## src/ddcm_cfg.svh

```systemverilog
`ifndef DDCM_CFG_SVH
`define DDCM_CFG_SVH
// =============================================
// Register byte addresses
`define DDCM_ADDR_CTRL 12'h000
`define DDCM_ADDR_PTR 12'h004
`define DDCM_ADDR_XDAT 12'h008
`define DDCM_ADDR_WIN 12'h00C
`define DDCM_ADDR_SCTL 12'h010
`define DDCM_ADDR_SBYTE 12'h014
`define DDCM_ADDR_IRQ 12'h018
`define DDCM_ADDR_MASK 12'h01C
`define DDCM_ADDR_SLAVE 12'h020
// =============================================
// Control register bits; DDCM_B_I2CEN is a serial control register bit
`define DDCM_B_MODE 0
`define DDCM_B_SWF 1
`define DDCM_B_V1EN 2
`define DDCM_B_V1F 3
`define DDCM_B_WILD 4
`define DDCM_B_MAN 5
`define DDCM_B_SIZE 6
`define DDCM_B_RSV 7
`define DDCM_B_I2CEN 6
`define DDCM_CTRL_RST 8'h00
// =============================================
// Constants
`define DDCM_DDC2_ADDR 7'h50
`define DDCM_WILD_MASK 7'h7C
`define DDCM_VBIT_LAST 4'h8
`define DDCM_HALF_MASK 8'h7F
`define DDCM_BUF_DEPTH 256
`define DDCM_WIN_BASE 16'hFF00
`endif

```

## src/ddcm_pkg.sv

```systemverilog
package ddcm_pkg;
    typedef enum logic [1:0] {DDCM_IDLE = 2'b00, DDCM_ADDR = 2'b01, DDCM_DATA = 2'b11} ddcm_bus_t;
    typedef struct packed {
        logic [31:0] addr;
        logic write;
        logic active;
    } ddcm_aph_t;
    typedef struct packed {
        logic [7:0] ctrl;
        logic [7:0] ptr;
        logic [7:0] xdat;
        logic [7:0] sctl;
        logic [7:0] sbyte;
        logic [1:0] irqMask;
        ddcm_aph_t aph;
        logic [31:0] rdata;
        logic [2:0] vsSync;
        logic [3:0] vBitCnt;
        logic vsLast;
        logic [7:0] shiftOut;
        logic txBit;
        logic irq;
        logic engineRead;
        logic [7:0] engineByte;
        logic cpuSel;
        logic extSel;
        logic addrMatch;
    } ddcm_state_t;
endpackage

```

## src/ddc_slave_mode_control.sv

```systemverilog
// Decided for this implementation: the placing of the registers and the AHB-Lite interface to the registers.
`timescale 1ns/100ps
`include "ddcm_cfg.svh"
// Behaviour
// - Size bit clear selects a 128-byte buffer, set selects 256 bytes.
// - Manual mode clear: engine sends buffer bytes at the pointer location.
// - Manual mode set: interrupt each byte so software loads the next.
// - Wildcard clear matches A0/A1 only; set ignores two low address bits.
// - Vsync mode with manual mode sets its flag on the ninth vsync clock.
// - Vsync mode off ignores vsync but still serves serial requests.
// - Switching from vsync mode to serial mode sets the switch flag.
// - Mode bit reads 0 in vsync mode, 1 in serial mode, sticky until disabled.
// - Unit enabled when vsync enable or serial enable bit is set.
// - Disabled and automatic: no buffer access, window decodes externally.
// - Disabled and manual: processor reads and writes the buffer window.
// - Enabled and automatic: only engine uses buffer, processor blocked.
// - Enabled and manual: processor owns buffer, byte interrupt, serial byte held.
// - Pointer increments after every buffer window access.
// - Control register resets to zero.
module ddc_slave_mode_control
(
    input wire logic clk,
    input wire logic srst,
    input wire logic [31:0] haddr,
    input wire logic [1:0] htrans,
    input wire logic hwrite,
    input wire logic [2:0] hsize,
    input wire logic [31:0] hwdata,
    input wire logic hsel,
    input wire logic hready,
    output logic [31:0] hrdata,
    output logic hreadyout,
    output logic hresp,
    input wire logic vsyncClk,
    input wire logic serialAddrValid,
    input wire logic [6:0] serialAddr,
    input wire logic serialByteDone,
    input wire logic [7:0] serialByteIn,
    input wire logic [15:0] cpuDataAddr,
    output logic cpuBufSel,
    output logic cpuExtSel,
    output logic serialAddrMatch,
    output logic [7:0] engineByte,
    output logic engineRead,
    output logic sdaTxBit,
    output logic irq
);
    // =============================================
    // State
    ddcm_pkg::ddcm_state_t st, next_st;
    logic [7:0] mem [`DDCM_BUF_DEPTH];
    logic enabled;
    logic manual;
    logic bufLimit;
    logic winWr, winRd, engineFetch;
    logic vsRise;
    logic [7:0] ptrMasked;
    logic [7:0] ptrNext;
    logic [7:0] wb;
    logic [11:0] off;
    logic match;
    // =============================================
    // Decode helpers
    always_comb
    begin
        manual = st.ctrl[`DDCM_B_MAN];
        enabled = st.ctrl[`DDCM_B_V1EN] | st.sctl[`DDCM_B_I2CEN];
        bufLimit = st.ctrl[`DDCM_B_SIZE];
        ptrMasked = bufLimit ? st.ptr : (st.ptr & `DDCM_HALF_MASK);
        ptrNext = bufLimit ? (ptrMasked + 8'h01) : ((ptrMasked + 8'h01) & `DDCM_HALF_MASK);
        off = st.aph.addr[11:0];
        wb = hwdata[7:0];
        vsRise = st.vsSync[1] & ~st.vsSync[2];
        winWr = st.aph.active & st.aph.write & (off == `DDCM_ADDR_WIN) & manual;
        winRd = st.aph.active & ~st.aph.write & (off == `DDCM_ADDR_WIN) & manual;
        engineFetch = enabled & ~manual & st.ctrl[`DDCM_B_V1EN] & ~st.ctrl[`DDCM_B_MODE] & vsRise
            & (st.vBitCnt == `DDCM_VBIT_LAST);
        if (st.ctrl[`DDCM_B_WILD])
            match = (serialAddr & `DDCM_WILD_MASK) == (`DDCM_DDC2_ADDR & `DDCM_WILD_MASK);
        else
            match = serialAddr == `DDCM_DDC2_ADDR;
    end
    // =============================================
    // Next state
    always_comb
    begin
        next_st = st;
        next_st.engineRead = 1'b0;
        next_st.vsSync = {st.vsSync[1:0], vsyncClk};
        // Bus address phase capture
        if (hready)
        begin
            next_st.aph.active = hsel & htrans[1];
            next_st.aph.addr = haddr;
            next_st.aph.write = hwrite;
        end
        // Register writes
        if (st.aph.active & st.aph.write)
        begin
            if (off == `DDCM_ADDR_CTRL)
            begin
                next_st.ctrl[`DDCM_B_SIZE] = wb[`DDCM_B_SIZE];
                next_st.ctrl[`DDCM_B_MAN] = wb[`DDCM_B_MAN];
                next_st.ctrl[`DDCM_B_WILD] = wb[`DDCM_B_WILD];
                next_st.ctrl[`DDCM_B_V1EN] = wb[`DDCM_B_V1EN];
                next_st.ctrl[`DDCM_B_V1F] = st.ctrl[`DDCM_B_V1F] & wb[`DDCM_B_V1F];
                next_st.ctrl[`DDCM_B_SWF] = st.ctrl[`DDCM_B_SWF] & wb[`DDCM_B_SWF];
            end
            else if (off == `DDCM_ADDR_PTR)
                next_st.ptr = wb;
            else if (off == `DDCM_ADDR_XDAT)
                next_st.xdat = wb;
            else if (off == `DDCM_ADDR_SCTL)
                next_st.sctl = wb;
            else if (off == `DDCM_ADDR_SBYTE)
                next_st.sbyte = wb;
            else if (off == `DDCM_ADDR_MASK)
                next_st.irqMask = hwdata[1:0];
        end
        next_st.ctrl[`DDCM_B_RSV] = 1'b0;
        // Pointer post increment
        if (winWr | winRd)
            next_st.ptr = ptrNext;
        // Vsync bit engine
        if (enabled & st.ctrl[`DDCM_B_V1EN] & ~st.ctrl[`DDCM_B_MODE] & vsRise)
        begin
            if (st.vBitCnt == `DDCM_VBIT_LAST)
            begin
                next_st.vBitCnt = 4'h0;
                next_st.txBit = 1'b1;
                if (manual)
                begin
                    next_st.shiftOut = st.xdat;
                    next_st.ctrl[`DDCM_B_V1F] = 1'b1;
                end
                else
                begin
                    next_st.shiftOut = mem[ptrMasked];
                    next_st.ptr = ptrNext;
                end
            end
            else
            begin
                next_st.vBitCnt = st.vBitCnt + 4'h1;
                next_st.txBit = st.shiftOut[7];
                next_st.shiftOut = {st.shiftOut[6:0], 1'b0};
            end
        end
        // Serial mode entry
        if (enabled & serialAddrValid & match & st.sctl[`DDCM_B_I2CEN])
        begin
            if (~st.ctrl[`DDCM_B_MODE])
                next_st.ctrl[`DDCM_B_SWF] = 1'b1;
            next_st.ctrl[`DDCM_B_MODE] = 1'b1;
        end
        // Serial byte handling
        if (enabled & st.ctrl[`DDCM_B_MODE] & serialByteDone)
        begin
            if (manual)
            begin
                next_st.sbyte = serialByteIn;
                next_st.ctrl[`DDCM_B_V1F] = 1'b1;
            end
            else
            begin
                next_st.engineRead = 1'b1;
                next_st.engineByte = mem[ptrMasked];
                next_st.ptr = ptrNext;
            end
        end
        if (~enabled)
        begin
            next_st.ctrl[`DDCM_B_MODE] = 1'b0;
            next_st.vBitCnt = 4'h0;
            next_st.txBit = 1'b1;
        end
        // Read data
        next_st.rdata = 32'h0000_0000;
        if (hready & hsel & htrans[1] & ~hwrite)
        begin
            if (haddr[11:0] == `DDCM_ADDR_CTRL)
                next_st.rdata = {24'h00_0000, 1'b0, st.ctrl[6:0]};
            else if (haddr[11:0] == `DDCM_ADDR_PTR)
                next_st.rdata = {24'h00_0000, st.ptr};
            else if (haddr[11:0] == `DDCM_ADDR_XDAT)
                next_st.rdata = {24'h00_0000, st.xdat};
            else if (haddr[11:0] == `DDCM_ADDR_WIN && manual)
                next_st.rdata = {24'h00_0000, mem[ptrMasked]};
            else if (haddr[11:0] == `DDCM_ADDR_SCTL)
                next_st.rdata = {24'h00_0000, st.sctl};
            else if (haddr[11:0] == `DDCM_ADDR_SBYTE)
                next_st.rdata = {24'h00_0000, st.sbyte};
            else if (haddr[11:0] == `DDCM_ADDR_IRQ)
                next_st.rdata = {30'h0000_0000, st.ctrl[`DDCM_B_SWF], st.ctrl[`DDCM_B_V1F]};
            else if (haddr[11:0] == `DDCM_ADDR_MASK)
                next_st.rdata = {30'h0000_0000, st.irqMask};
            else if (haddr[11:0] == `DDCM_ADDR_SLAVE)
                next_st.rdata = {25'h000_0000, `DDCM_DDC2_ADDR};
        end
        // Interrupt and ownership, no interrupt while disabled
        next_st.irq = enabled & |({next_st.ctrl[`DDCM_B_SWF], next_st.ctrl[`DDCM_B_V1F]} & st.irqMask);
        next_st.cpuSel = manual & (cpuDataAddr >= `DDCM_WIN_BASE);
        next_st.extSel = ~enabled & ~manual & (cpuDataAddr >= `DDCM_WIN_BASE);
        next_st.addrMatch = serialAddrValid & match & enabled & st.sctl[`DDCM_B_I2CEN];
    end
    // =============================================
    // Registers
    always_ff @(posedge clk)
    begin
        if (srst)
        begin
            st <= '0;
            st.ctrl <= `DDCM_CTRL_RST;
            st.txBit <= 1'b1;
        end
        else
            st <= next_st;
        if (winWr)
            mem[ptrMasked] <= wb;
    end
    assign hrdata = st.rdata;
    assign hreadyout = 1'b1;
    assign hresp = 1'b0;
    assign cpuBufSel = st.cpuSel;
    assign cpuExtSel = st.extSel;
    assign serialAddrMatch = st.addrMatch;
    assign engineByte = st.engineByte;
    assign engineRead = st.engineRead;
    assign sdaTxBit = st.txBit;
    assign irq = st.irq;
endmodule

```

## config.mk

```make
export PLATFORM = sky130hd
export DESIGN_NAME = ddc_slave_mode_control
export DESIGN_NICKNAME = d
export VERILOG_FILES = /design/src/ddcm_pkg.sv /design/src/ddc_slave_mode_control.sv
export VERILOG_INCLUDE_DIRS = /design/src
export SDC_FILE = /design/constraint.sdc
export NUM_CORES = 2
export LEC_CHECK = 0
export BUFFER_PORTS_ARGS = -buffer_cell sky130_fd_sc_hd__buf_2
export CAP_MARGIN = 10
export CORE_ASPECT_RATIO = 0.9
export CORE_UTILIZATION = 43
export CTS_CLUSTER_SIZE = 24
export DETAILED_ROUTE_END_ITERATION = 10
export GPL_ROUTABILITY_DRIVEN = 0
export GPL_TIMING_DRIVEN = 0
export PLACE_DENSITY = 0.58
export SKIP_CTS_REPAIR_TIMING = 1
export SLEW_MARGIN = 5
export SYNTH_ARGS = -nofsm -noshare
export SYNTH_HDL_FRONTEND = slang
export SYNTH_SLANG_ARGS = --single-unit
```

## constraint.sdc

```tcl
create_clock -name clk -period 4.9 [get_ports clk]
set_input_delay 0.245 -clock clk [delete_from_list [all_inputs] [get_ports clk]]
set_output_delay 0.245 -clock clk [all_outputs]
set_load 0.02 [all_outputs]
```

# Word level (Yosys, flattened, before mapping)
# Memory sizes are Yosys's and may differ from the RTL's.
# Cells that the tools add are included.
dict set report totals {
  register_bits 116
  mem_bits_rw 2048
  output_inout_bits 48
  memories 1
}
# name words word_bits rd rd_clocked_by_memory_dff wr line
set memory_table {}
lappend memory_table {mem 256 8 1 0 1 ddc_slave_mode_control.sv:51} ;# logic [7:0] mem [`DDCM_BUF_DEPTH];
dict set report op_classes {
  addsub 2
  magnitude_cmp 1
  n_eq_ne 17
  n_mux 46
  n_bitwise 44
  reduce_logical 14
}
# op count
set ops {}
lappend ops {{8-bit 2-to-1 mux} 20}
lappend ops {{12-bit by 5-bit equality test with 1-bit output, second input constant} 7}
lappend ops {{34-bit 2-to-1 mux} 2}
lappend ops {{12-bit by 4-bit equality test with 1-bit output, second input constant} 4}
lappend ops {{1-bit bitwise AND} 28}
lappend ops {{7-bit 2-to-1 mux} 4}
lappend ops {{26-bit 2-to-1 mux} 1}
lappend ops {{12-bit by 3-bit equality test with 1-bit output, second input constant} 2}
lappend ops {{12-bit zero test} 2}
lappend ops {{18-bit 2-to-1 mux} 1}
lappend ops {{9-bit 2-to-1 mux} 2}
lappend ops {{16-bit greater-or-equal comparator, second input constant} 1}
lappend ops {{1-bit NOT} 13}
lappend ops {{12-bit by 6-bit equality test with 1-bit output, second input constant} 1}
lappend ops {{10-bit 2-to-1 mux} 1}
lappend ops {{10-bit OR reduction} 1}
lappend ops {{1-bit 2-to-1 mux} 9}
lappend ops {{8-bit by 1-bit adder with 8-bit output, second input constant} 1}
lappend ops {{2-bit OR reduction} 4}
lappend ops {{7-bit equality test, second input constant} 1}
lappend ops {{7-bit AND reduction} 1}
lappend ops {{2-bit 2-to-1 mux} 3}
lappend ops {{3-bit 2-to-1 mux} 2}
lappend ops {{5-bit equality test, second input constant} 1}
lappend ops {{10 further kinds} 12}

# Depth between registers and ports, before layout
dict set report logic_depth {
  word_depth 14
  depth_mapped 14
}

# Worst setup path before layout
# Ideal clock, no wire load.
dict set report synth_path {
  path_type {reg-to-reg}
  from {reg st[122] in the netlist's numbering}
  to {mem mem[104][0] (enable)}
  setup_ns 0.370
  arrival_ns 2.428
  slack_ns 2.102
  path_stages_with_launch 11
  n_path_buf 6
  cell_sequence {dfxtp_1 buf_6 buf_12 buf_12 buf_6 inv_2 buf_1 ha_1 nand2_1 clkbuf_1 nor2_1}
}
dict set report synth_between {
  elab_chain_len 1
}
# element line
set synth_rtl {}
lappend synth_rtl {{start: declaration} ddc_slave_mode_control.sv:50} ;# ddcm_pkg::ddcm_state_t st, next_st;
lappend synth_rtl {{start signal: assignment} ddc_slave_mode_control.sv:217} ;# st <= next_st;
lappend synth_rtl {{8-bit 2-to-1 mux} ddc_slave_mode_control.sv:69} ;# ptrMasked = bufLimit ? st.ptr : (st.ptr & `DDCM_HALF_MASK);
lappend synth_rtl {{end: declaration} ddc_slave_mode_control.sv:51}
# Every way passes these cells.

# Worst setup path in the final report
dict set report layout_path {
  from {reg st[125] in the netlist's numbering}
  to {reg st (netlist bit hrdata[7])}
}
dict set report layout_between {
  elab_chain_len 5
}
# element line
set layout_rtl {}
lappend layout_rtl {{8-bit 2-to-1 mux} ddc_slave_mode_control.sv:69}
lappend layout_rtl {{memory 256 x 8 bit} -}
lappend layout_rtl {{8-bit 2-to-1 mux} ddc_slave_mode_control.sv:187} ;# else if (haddr[11:0] == `DDCM_ADDR_WIN && manual)
lappend layout_rtl {{8-bit 2-to-1 mux} ddc_slave_mode_control.sv:185} ;# else if (haddr[11:0] == `DDCM_ADDR_XDAT)
lappend layout_rtl {{8-bit 2-to-1 mux} ddc_slave_mode_control.sv:183} ;# else if (haddr[11:0] == `DDCM_ADDR_PTR)
# Every way passes these cells.
# A chain may end at the register's enable or synchronous reset.

==> results.sh <==
export IMPL_syn2layout_area_growth_pct=15.0
export IMPL_cp_cell_sequence="clkinvlp_4 -> buf_16 -> buf_4 -> buf_6 -> clkbuf_4 -> mux2i_1 -> nor3_1 -> nor2_1 -> o2111ai_1 -> nor3_4 -> nand2b_1 -> a31oi_1"
export IMPL_grt_pass1_wl_mm=422
export IMPL_period_minus_slack_ns=5.34
export IMPL_async_reset_ff_frac=0
export IMPL_port_buffers=70
export IMPL_routed_wirelength_mm=325
export IMPL_ant_nets=0
export IMPL_dp_hpwl_mm=209
export IMPL_relSlewSlack=-0.00139
export IMPL_num_vias=48822
export IMPL_die_y_um=421
export IMPL_synth_warnings=0
export IMPL_cp_slowest_cell="mux2i_1"
export IMPL_vias_per_cell=6.68
export IMPL_synth_area_leaders="edfxtp_1 73%, mux4_2 13%, dfxtp_1 2.2%, mux2i_1 1.8%, nor2_1 1.7%"
export IMPL_wl_per_cell_um=44.4
export IMPL_drive_gt1_frac=0.273
export IMPL_ys_seq_elements=2140
export IMPL_yosysTopAreaCell="edfxtp_1"
export IMPL_path_clk_slew_ns=0.06
export IMPL_grt_pass1_vias=45057
export IMPL_critPathMaxFanout=11
export IMPL_critical_path_max_stage_delay_ns=0.68
export IMPL_clockRootBuffer="clkbuf_16"
export IMPL_power_uw=36600
export IMPL_cts_inserted_buffers=209
export IMPL_start_kind="flip-flop"
export IMPL_place_inst=6851
export IMPL_dieArea_sq_um=197000
export IMPL_outcome="finished, violations left"
export IMPL_cts_sinks=2140
export IMPL_core_area_sq_um=194000
export IMPL_ys_seq_area_frac=0.754
export IMPL_path_class="reg -> reg"
export IMPL_synth_ff_type="edfxtp_1"
export IMPL_place_ws_ns=-1.51
export IMPL_tightest_slew_ns=1.50
export IMPL_synth_top_area_frac=0.732
export IMPL_antenna_found_initial=34
export IMPL_setup_viol_count_final=870
export IMPL_fin_skew_ns=0.0600
export IMPL_grt_setup_unrepaired="true"
export IMPL_nets=4669
export IMPL_drc=0
export IMPL_first_iter_violations=9469
export IMPL_tritoncts="done"
export IMPL_hold_class="in -> reg"
export IMPL_finalCritPeriodShare=1.09
export IMPL_leakage_uw=0.0297
export IMPL_initial_utilization=0.434
export IMPL_hold_violations=3
export IMPL_htreeDepth=4
export IMPL_grt_max_degree=145
export IMPL_fmaxAchievable_mhz=187
export IMPL_rows=153
export IMPL_grt_usage=0.327
export IMPL_avgSynthCellArea_sq_um=20.1
export IMPL_worstPathArrival_ns=6.07
export IMPL_pin_count=156
export IMPL_clock_path_buffers=3
export IMPL_vdd_drop_max_v=0.000399
export IMPL_grt_ovfl_total=0
export IMPL_yosys_cell_types_count=81
export IMPL_violations="negative hold slack, max-capacitance violations, max-slew violations, negative setup slack"
export IMPL_instances_no_fill=7310
export IMPL_maxCapViolations=1
export IMPL_layout_setup_ws_ns=-0.444
export IMPL_hold_worst_slack_ns=-0.0348
export IMPL_end_kind="flip-flop"
export IMPL_die_w_um=468
export IMPL_syn_inst=4173
export IMPL_fillers=15738
export IMPL_required_ns=5.63
export IMPL_synth_area_sq_um=84100
export IMPL_drv_slew=8
export IMPL_multi_input_area_sq_um=19600
export IMPL_clkLatencyLatePin_ns=0.88
export IMPL_drt_pass1_iterations=9
export IMPL_p_per_area_nw_per_um2=379
export IMPL_regArea_sq_um=63300
export IMPL_synth_enable_flop_cells=2048
## cell type report
| type | count | area share |
|---|---|---|
| diodes | 17 | 0.000440 |
| clock buffers | 257 | 0.0564 |
| multi-input cells | 1747 | 0.203 |
| inverters | 19 | 0.000816 |
| clock inverters | 135 | 0.0130 |
| flip-flops and latches | 2140 | 0.655 |
| well taps | 2557 | 0.0331 |
| plain buffers | 289 | 0.0217 |
| repair buffers | 149 | 0.0165 |
## where the power goes
part	switching, uW	internal (uW)
registers	4.66	20000
logic	389	100
clock network	7350	8750
total	7740	28900
## worst paths after layout
path / startpoint / to / slack [ns] / cells past startpoint
hold / removal: hready / st[62]$_SDFFE_PP0P_ / -0.03 / 3
hold reg to reg: next_st[29]$_SDFF_PP0_ / st[29]$_SDFF_PP0_ / 0.46 / 1
setup / recovery: st[125]$_SDFF_PP0_ / hrdata[7]$_SDFF_PP0_ / -0.44 / 12
setup reg to reg: st[125]$_SDFF_PP0_ / hrdata[7]$_SDFF_PP0_ / -0.44 / 12
## through the flow
step	setup TNS (ns)	cell area, sq um	utilization
2_1_floorplan	0	84100	-
3_3_place_gp	-3001.96	87700	0.453
3_5_place_dp	-1662.13	88400	0.457
4_1_cts	-1701.45	95200	0.491
5_1_grt	-1.35	96600	0.499
6_report	-62.54	96600	0.499
## kinds of logic after synthesis
logic type	count (synthesis)	share of synthesized area
other	2	0.0000893
flip-flops	2140	0.754
AND/OR/NAND/NOR	684	0.0359
adder cells (fa/ha/maj)	6	0.000893
multiplexers	660	0.155
XOR/XNOR	4	0.000417
buffers and inverters	310	0.0232
AO/OA/AOI/OAI	367	0.0308
## placed cells by master (no fill, tap or decap), types with 41 or more instances in the layout
| cell | Yosys | layout |
|---|---|---|
| buf_2 | 49 | 96 |
| buf_4 | 78 | 80 |
| clkbuf_16 | 0 | 211 |
| mux4_2 | 480 | 480 |
| nor2_1 | 373 | 229 |
| nor2_2 | 0 | 109 |
| nand2_1 | 123 | 114 |
| clkbuf_1 | 103 | 115 |
| a21oi_1 | 54 | 53 |
| dlygate4sd3_1 | 0 | 41 |
| o22ai_1 | 65 | 63 |
| a22oi_1 | 68 | 68 |
| buf_6 | 33 | 52 |
| dfxtp_1 | 92 | 92 |
| mux2i_1 | 152 | 150 |
| edfxtp_1 | 2048 | 2048 |
| clkinv_1 | 2 | 48 |
| clkinv_2 | 0 | 48 |
## registers in the layout, summed over array words and instances (netlist names)
signal	cells
manual	1
serialAddrMatch	1
engineRead	1
sdaTxBit	1
engineByte	8
hrdata	8
off	12
mem	2048
next_st	2
cpuBufSel	1
st	54
irq	1
cpuExtSel	1
bufLimit	1
## Yosys cell counts (5+ instances only)
| library cell | count |
|---|---|
| buf_6 | 33 |
| inv_1 | 16 |
| o21ai_0 | 34 |
| o211ai_1 | 10 |
| buf_4 | 78 |
| mux4_2 | 480 |
| a221o_1 | 7 |
| edfxtp_1 | 2048 |
| a2111oi_0 | 5 |
| and2_1 | 9 |
| a31oi_1 | 14 |
| dfxtp_1 | 92 |
| o21ai_1 | 6 |
| a221oi_1 | 19 |
| nand2b_1 | 13 |
| a21oi_1 | 54 |
| buf_1 | 15 |
| a32oi_1 | 9 |
| nand2_1 | 123 |
| a211oi_1 | 19 |
| mux2i_1 | 152 |
| nand3_1 | 39 |
| buf_12 | 9 |
| o22ai_1 | 65 |
| a22oi_1 | 68 |
| nand4_1 | 21 |
| nor3_1 | 30 |
| clkbuf_1 | 103 |
| ha_1 | 6 |
| nor2_1 | 373 |
| nand3b_1 | 5 |
| buf_2 | 49 |
| mux4_1 | 26 |
| nor2b_1 | 21 |
| o221ai_1 | 8 |
| nor4_1 | 16 |
## per-layer routing
layer | vias to the layer above | routed length, um | track usage
met5 | - | 107 | 0
met2 | 4180 | 136000 | 0.443
met1 | 25766 | 119000 | 0.438
met3 | 858 | 49800 | 0.144
met4 | 12 | 21000 | 0.185
li1 | 18006 | - | -
## worst max-delay path: cells and delay by family, from the launching register on
kind | cells | cell delay, ns
buffers and inverters | 5 | 2.15
AND/OR/NAND/NOR | 4 | 1.30
multiplexers | 1 | 0.68
AO/OA/AOI/OAI | 2 | 0.53
flip-flops | 1 | 0.42
(Power assumes the default switching activity.)
